$ cat src/lcd_cmd_pkg.sv
// Constants, offsets and command types of the display command decoder.
// Assumes a 250 MHz mclk and an APB register bus with 32-bit data.
package lcd_cmd_pkg;

    // ==========================================================
    // Timing
    localparam int unsigned CLK_PERIOD_NS   = 4;
    localparam int unsigned RST_EXEC_NS     = 40;
    localparam int unsigned RST_EXEC_CYCLES =
        (RST_EXEC_NS + CLK_PERIOD_NS - 1) / CLK_PERIOD_NS;
    localparam int unsigned RST_CNT_W       = 4;
    localparam logic [3:0]  RST_CNT_LOAD    = 4'(RST_EXEC_CYCLES);

    // ==========================================================
    // Register offsets (byte addresses)
    localparam logic [7:0] OFS_ACCESS = 8'h00;
    localparam logic [7:0] OFS_STATUS = 8'h04;
    localparam logic [7:0] OFS_COLUMN = 8'h08;
    localparam logic [7:0] OFS_PAGE   = 8'h0c;
    localparam logic [7:0] OFS_START  = 8'h10;
    localparam logic [7:0] OFS_SAVED  = 8'h14;

    // ==========================================================
    // Field positions
    localparam int unsigned ACC_SEL_BIT  = 8;
    localparam int unsigned ACC_RD_BIT   = 9;
    localparam int unsigned ST_BUSY_BIT  = 7;
    localparam int unsigned ST_RESET_BIT = 4;
    localparam int unsigned ST_EDIT_BIT  = 0;

    // ==========================================================
    // Command codes and address limits
    localparam logic [7:0] CODE_END        = 8'hee;
    localparam logic [7:0] CODE_SOFT_RESET = 8'he2;
    localparam logic [7:0] CODE_EDIT       = 8'he0;
    localparam logic [5:0] CODE_PAGE_TOP   = 6'h2e;
    localparam logic [6:0] COL_LAST        = 7'h4f;
    localparam logic [6:0] COL_STOP        = 7'h50;

    // ==========================================================
    // Reset values
    localparam logic [6:0] COL_RST    = 7'h00;
    localparam logic [1:0] PAGE_RST   = 2'h0;
    localparam logic [4:0] START_RST  = 5'h00;
    localparam logic [1:0] PAGE_SOFT  = 2'h3;

    typedef enum logic [2:0] {
        CMD_NONE,
        CMD_END,
        CMD_SOFT_RESET,
        CMD_EDIT,
        CMD_SET_COL,
        CMD_SET_PAGE,
        CMD_DATA_WR,
        CMD_DATA_RD
    } cmd_t;

endpackage
$ cat src/cmd_if.sv
// Carries one host access from the core to the decoder and back.
// Assumes both ends share mclk; the decoder is purely combinational.
`timescale 1ns/1ps
interface cmd_if;
    import lcd_cmd_pkg::*;
    logic [7:0] code;
    logic       sel;
    logic       rd;
    cmd_t       kind;
    logic [6:0] arg_col;
    logic [1:0] arg_page;

    modport decoder (input code, sel, rd, output kind, arg_col, arg_page);
    modport core    (output code, sel, rd, input kind, arg_col, arg_page);
endinterface

$ cat src/cmd_decode.sv
// Command byte decoder of the display controller.
// Assumes the access fields are stable while the core samples the result.
`timescale 1ns/1ps
module cmd_decode (
    // Access in, command out
    cmd_if.decoder cif
);
    import lcd_cmd_pkg::*;

    // ==========================================================
    // Decode
    always_comb begin
        cif.kind     = CMD_NONE;
        cif.arg_col  = cif.code[6:0];
        cif.arg_page = cif.code[1:0];
        if (cif.sel) begin
            cif.kind = cif.rd ? CMD_DATA_RD : CMD_DATA_WR;
        end else if (!cif.rd) begin
            if (cif.code == CODE_END) begin
                cif.kind = CMD_END;
            end else if (cif.code == CODE_SOFT_RESET) begin
                cif.kind = CMD_SOFT_RESET;
            end else if (cif.code == CODE_EDIT) begin
                cif.kind = CMD_EDIT;
            end else if (!cif.code[7] && cif.code[6:0] <= COL_LAST) begin
                cif.kind = CMD_SET_COL;
            end else if (cif.code[7:2] == CODE_PAGE_TOP) begin
                cif.kind = CMD_SET_PAGE;
            end
        end
    end

endmodule // cmd_decode

$ cat src/lcd_cmd_end_and_soft_reset.sv
// Command core of the graphic display controller: edit-mode end,
// soft reset, address registers and status, behind an APB slave.
// Assumes mclk at 250 MHz, srst synchronous, hw reset pin asynchronous.
`timescale 1ns/1ps
module lcd_cmd_end_and_soft_reset (
    // Clock and reset
    input  wire logic        mclk,
    input  wire logic        srst,
    input  wire logic        hw_reset_pin_n,
    // APB slave
    input  wire logic        psel,
    input  wire logic        penable,
    input  wire logic        pwrite,
    input  wire logic [7:0]  paddr,
    input  wire logic [31:0] pwdata,
    output logic      [31:0] prdata,
    output logic             pready,
    output logic             pslverr,
    // Display data memory port
    output logic             dram_we,
    output logic             dram_re,
    output logic      [6:0]  dram_col,
    output logic      [1:0]  dram_page,
    output logic      [7:0]  dram_wdata,
    // Display timing
    output logic      [4:0]  start_line
);
    import lcd_cmd_pkg::*;

    // ==========================================================
    // State
    logic                 pin_meta;
    logic                 pin_sync;
    logic                 hw_rst;
    logic                 init;
    logic [6:0]           column;
    logic [6:0]           saved_col;
    logic                 edit_mode;
    logic [1:0]           page;
    logic [RST_CNT_W-1:0] rst_cnt;
    logic                 resetting;
    logic                 busy;
    logic                 acc_hit;
    logic                 issue;
    logic                 addr_ok;
    logic [31:0]          next_rdata;
    logic [6:0]           col_inc;

    cmd_if cif ();

    cmd_decode u_decode (
        .cif (cif.decoder)
    );

    // ==========================================================
    // Hardware reset pin synchroniser
    always_ff @(posedge mclk) begin
        if (srst) begin
            pin_meta <= 1'b1;
            pin_sync <= 1'b1;
        end else begin
            pin_meta <= hw_reset_pin_n;
            pin_sync <= pin_meta;
        end
    end

    assign hw_rst = !pin_sync;
    assign init   = srst || hw_rst;

    // ==========================================================
    // Host access
    assign cif.code = pwdata[7:0];
    assign cif.sel  = pwdata[ACC_SEL_BIT];
    assign cif.rd   = pwdata[ACC_RD_BIT];

    assign acc_hit = psel && pwrite && (paddr == OFS_ACCESS);
    assign pready  = !(acc_hit && busy);
    assign issue   = acc_hit && penable && !busy;

    assign col_inc = (column == COL_STOP) ? column : column + 7'h01;

    // ==========================================================
    // Reset execution and busy
    assign resetting = hw_rst || (rst_cnt != '0);
    assign busy      = resetting;

    always_ff @(posedge mclk) begin
        if (init) begin
            rst_cnt <= RST_CNT_LOAD;
        end else if (issue && cif.kind == CMD_SOFT_RESET) begin
            rst_cnt <= RST_CNT_LOAD;
        end else if (rst_cnt != '0) begin
            rst_cnt <= rst_cnt - 4'h1;
        end
    end

    // ==========================================================
    // Column address and editing mode
    always_ff @(posedge mclk) begin
        if (init) begin
            column <= COL_RST;
        end else if (issue) begin
            case (cif.kind)
                CMD_END: begin
                    if (edit_mode) begin
                        column <= saved_col;
                    end
                end
                CMD_SET_COL: begin
                    if (!edit_mode) begin
                        column <= cif.arg_col;
                    end
                end
                CMD_DATA_WR: begin
                    column <= col_inc;
                end
                CMD_DATA_RD: begin
                    if (!edit_mode) begin
                        column <= col_inc;
                    end
                end
                default: begin
                    column <= column;
                end
            endcase
        end
    end

    always_ff @(posedge mclk) begin
        if (init) begin
            edit_mode <= 1'b0;
            saved_col <= COL_RST;
        end else if (issue && cif.kind == CMD_EDIT && !edit_mode) begin
            edit_mode <= 1'b1;
            saved_col <= column;
        end else if (issue && cif.kind == CMD_END) begin
            edit_mode <= 1'b0;
        end
    end

    // ==========================================================
    // Page and start line
    always_ff @(posedge mclk) begin
        if (init) begin
            page <= PAGE_RST;
        end else if (issue && cif.kind == CMD_SOFT_RESET) begin
            page <= PAGE_SOFT;
        end else if (issue && cif.kind == CMD_SET_PAGE) begin
            page <= cif.arg_page;
        end
    end

    always_ff @(posedge mclk) begin
        if (init) begin
            start_line <= START_RST;
        end else if (issue && cif.kind == CMD_SOFT_RESET) begin
            start_line <= START_RST;
        end
    end

    // ==========================================================
    // Display data memory strobes
    always_ff @(posedge mclk) begin
        if (init) begin
            dram_we    <= 1'b0;
            dram_re    <= 1'b0;
            dram_col   <= COL_RST;
            dram_page  <= PAGE_RST;
            dram_wdata <= 8'h00;
        end else begin
            dram_we <= issue && cif.kind == CMD_DATA_WR;
            dram_re <= issue && cif.kind == CMD_DATA_RD;
            if (issue && cif.sel) begin
                dram_col   <= column;
                dram_page  <= page;
                dram_wdata <= cif.code;
            end
        end
    end

    // ==========================================================
    // APB read data and decode
    always_comb begin
        next_rdata = 32'h0000_0000;
        addr_ok    = 1'b1;
        if (paddr == OFS_ACCESS) begin
            next_rdata = 32'h0000_0000;
        end else if (paddr == OFS_STATUS) begin
            next_rdata[ST_BUSY_BIT]  = busy;
            next_rdata[ST_RESET_BIT] = resetting;
            next_rdata[ST_EDIT_BIT]  = edit_mode;
        end else if (paddr == OFS_COLUMN) begin
            next_rdata[6:0] = column;
        end else if (paddr == OFS_PAGE) begin
            next_rdata[1:0] = page;
        end else if (paddr == OFS_START) begin
            next_rdata[4:0] = start_line;
        end else if (paddr == OFS_SAVED) begin
            next_rdata[6:0] = saved_col;
        end else begin
            addr_ok = 1'b0;
        end
    end

    assign pslverr = psel && penable && !addr_ok;

    always_ff @(posedge mclk) begin
        if (srst) begin
            prdata <= 32'h0000_0000;
        end else if (psel && !penable && !pwrite) begin
            prdata <= next_rdata;
        end
    end
endmodule // lcd_cmd_end_and_soft_reset

$ cat config.mk
export PLATFORM = sky130hd
export DESIGN_NAME = lcd_cmd_end_and_soft_reset
export DESIGN_NICKNAME = d
export VERILOG_FILES = /design/src/lcd_cmd_pkg.sv /design/src/cmd_if.sv /design/src/cmd_decode.sv /design/src/lcd_cmd_end_and_soft_reset.sv
export SDC_FILE = /design/constraint.sdc
export NUM_CORES = 1
export LEC_CHECK = 0
export ABC_AREA = 1
export BUFFER_PORTS_ARGS = -buffer_cell sky130_fd_sc_hd__buf_2
export CAP_MARGIN = 5
export CORE_MARGIN = 10
export CORE_UTILIZATION = 50
export DETAILED_ROUTE_END_ITERATION = 16
export PLACE_DENSITY = 0.82
export SYNTH_ARGS = -nofsm -noshare
export SYNTH_HDL_FRONTEND = slang
export SYNTH_SLANG_ARGS = --single-unit
$ cat constraint.sdc
create_clock -name mclk -period 1.9 [get_ports mclk]
set_input_delay 0.285 -clock mclk [delete_from_list [all_inputs] [get_ports mclk]]
set_output_delay 0.285 -clock mclk [all_outputs]
set_load 0.05 [all_outputs]
==> results.toml <==
[floorplanning]
dieArea_sq_um = 9230
fp.dieH_um = 96.1
die_w_um = 96.1
rows = 27
core_area_sq_um = 5570
initial_core_util_pct = 51.9
ioPinCount = 104

[critical_path]
start_kind = "register"
cp-end-kind = "primary output"
cp.required_ns = 1.62
worstPathMaxFanout = 3
crit_arrival_ns = 1.51
crit_type = "reg -> out"

[power]
vdd_drop_max_v = 0.000290
cellLeakagePower_nw = 1.68
total_power_w = 0.00202
p_per_area_nw_per_um2 = 593

[worst_hold_path]
min_path_type = "in -> reg"

[timing]
final_hold_viol_count = 0
finalCriticalPeriod_ns = 1.80
tns_ns = 0
period_share_pct = 94.7
max_freq_ghz = 0.556
rsz0062_at_grt = "false"
holdWs_ns = 0.168
setup_viol = 0
slew_violations = 0
finalClockSkew_ns = 0.00817

[synth]
synth_top_area_share_pct = 34.6
synthCells = 420
synth_area_sq_um = 2890
yosys_warnings = 0
yosys-top-cells-area = "dfxtp_1 35%, nand2_1 12%, buf_4 7.8%"
ys_ff_latch = 50
ys_seq_area_share_pct = 34.6
synth_top_cell_by_area = "dfxtp_1"
avgSynthCellArea_sq_um = 6.89
synth_cell_types = 38

[global_route]
use_met1_pct = 17.6
grt_use_met3_pct = 3.74
antenna_found_initial = 0
grt_max_degree = 19
grt_pass1_vias = 2766
grt_pass1_wl_mm = 12.4
grtUsageMet2_pct = 31.2
grt_busiest_layer = "met2"
overflow = 0
track_usage_pct = 16.6

[placement]
port_buffers = 52
dpl-instance-area_sq_um = 3220
gp_congestion = 0.868
numPlacedInstances = 550
post-dp-hpwl_mm = 6.07

[detailed_routing]
vias = 2864
drc = 0
routed_wl_mm = 7.83
dr.pass1.iters = 4
dr.first_iter.drc_count = 117
vias_per_cell = 5.12
wl_per_cell_um = 14.0
postRouteAntennaNets = 0

[clock_tree]
clkLatencyLatePin_ns = 0.30
cts.htree.levels = 2
cts_buffers = 5
clock_path_buffers = 2
cts_tree = "built"
clk_pin_slew_ns = 0.08
clock_sinks = 50
clockRootBuffer = "clkbuf_8"

[run]
maxCapViolCount = 0

[final_layout]
area_growth_pct = 17.6
final_cells = 559
fillCellCount = 510
n_antenna_cell = 0
drive_above_1_share_pct = 24.2
final_area_sq_um = 3400
fin_nets = 537

[run_status]
status = "finished, final reports clean"
-- layer usage --
metal	wire length (um)	share of wire (%)
met5	0	0
met4	170	2.2
met3	627	8.0
met2	4130	53
met1	2900	37
-- kinds of logic after synthesis --
group           after synthesis  share of synthesized area (%)
other cells                   1                          0.130
simple gates                182                           28.8
compound gates               85                           17.3
buf+inv                      95                           16.5
fa+ha+maj                     4                           1.73
xor+xnor                      3                          0.908
flops                        50                           34.6
-- report_power, final --
group | total (W) | leakage, nW | switching [W] | internal, W
logic | 0.000366 | 1.23 | 0.000281 | 0.0000854
registers | 0.00107 | 0.404 | 0.00000893 | 0.00106
clock network | 0.000581 | 0.0383 | 0.000327 | 0.000254
-- final timing paths --
kind	startpoint	to	slack [ns]	depth (start not counted)
setup / recovery	rst_cnt[1]	pready	0.10	8
hold / removal	hw_reset_pin_n	pin_meta	0.17	2
setup reg to reg	column[0]	column[4]	0.21	11
hold reg to reg	pin_meta	pin_sync	0.42	1
-- sequential cells by signal, summed over array words and instances (netlist names) --
name / flops
dram_wdata: 8
prdata: 8
column: 7
dram_col: 7
saved_col: 7
rst_cnt: 4
dram_page: 2
page: 2
dram_re: 1
dram_we: 1
edit_mode: 1
pin_meta: 1
pin_sync: 1
-- worst max-delay path: stages, from the launching register on --
cell and delay [ns]:
dfxtp_1 0.33, inv_2 0.09, ha_4 0.14, nand3_4 0.09, nor2_4 0.15, buf_4 0.13
inv_1 0.05, nand2_1 0.08, buf_6 0.16
-- Yosys cell counts (all sizes together) --
master	number
a21boi	1
a21oi	25
a31oi	16
buf	32
clkbuf	6
clkinv	3
conb	1
dfxtp	50
ha	4
inv	54
nand2	98
nand3	15
nand4	7
nor2	52
nor3	4
nor4	2
o2111ai	1
o211ai	8
o21a	8
o21ai	24
o22ai	1
o31ai	1
or2	3
or3	1
xnor2	1
xor2	2
-- through the flow --
step | utilization, % | setup slack, ns
floorplan | - | 0.0246
CTS | 59.3 | 0.0121
global placement | 57.8 | 0.0543
finish | 61.0 | 0.100
global route | 61.0 | 0.00643
detailed placement | 57.8 | -0.0455
-- placed cells by master, fill, tap and decap left out, types with 5 or more instances in the layout --
cell,synthesis,final
dfxtp_1,50,50
nor2_2,5,7
nand2_2,4,6
nor2_4,4,5
a31oi_1,16,16
o211ai_1,8,8
nor2_1,42,39
a21oi_1,24,24
nand3_1,12,11
clkbuf_8,0,5
conb_1,1,29
buf_4,30,17
o21a_1,8,8
inv_2,9,11
inv_1,45,43
nand4_1,6,6
buf_2,1,51
nand2_1,94,92
o21ai_0,22,22
-- cell type report --
type / count / area (sq um) / area share, %
Multi-Input combinational cell: 303 / 1610 / 47.2
Sequential cell: 50 / 1000 / 29.4
Timing Repair Buffer: 70 / 414 / 12.2
Inverter: 57 / 214 / 6.29
Tap cell: 72 / 90.1 / 2.65
Clock buffer: 7 / 76.3 / 2.24
-- timing repair --
item | 4_1_cts | 5_1_grt
buffers inserted | 0 | 2
hold buffers | 0 | 0
gates cloned | 0 | 0
setup endpoints to repair | 3 | 40
pin swaps | 0 | 4
resized for setup | 3 | 15
(Power assumes the default switching activity.)
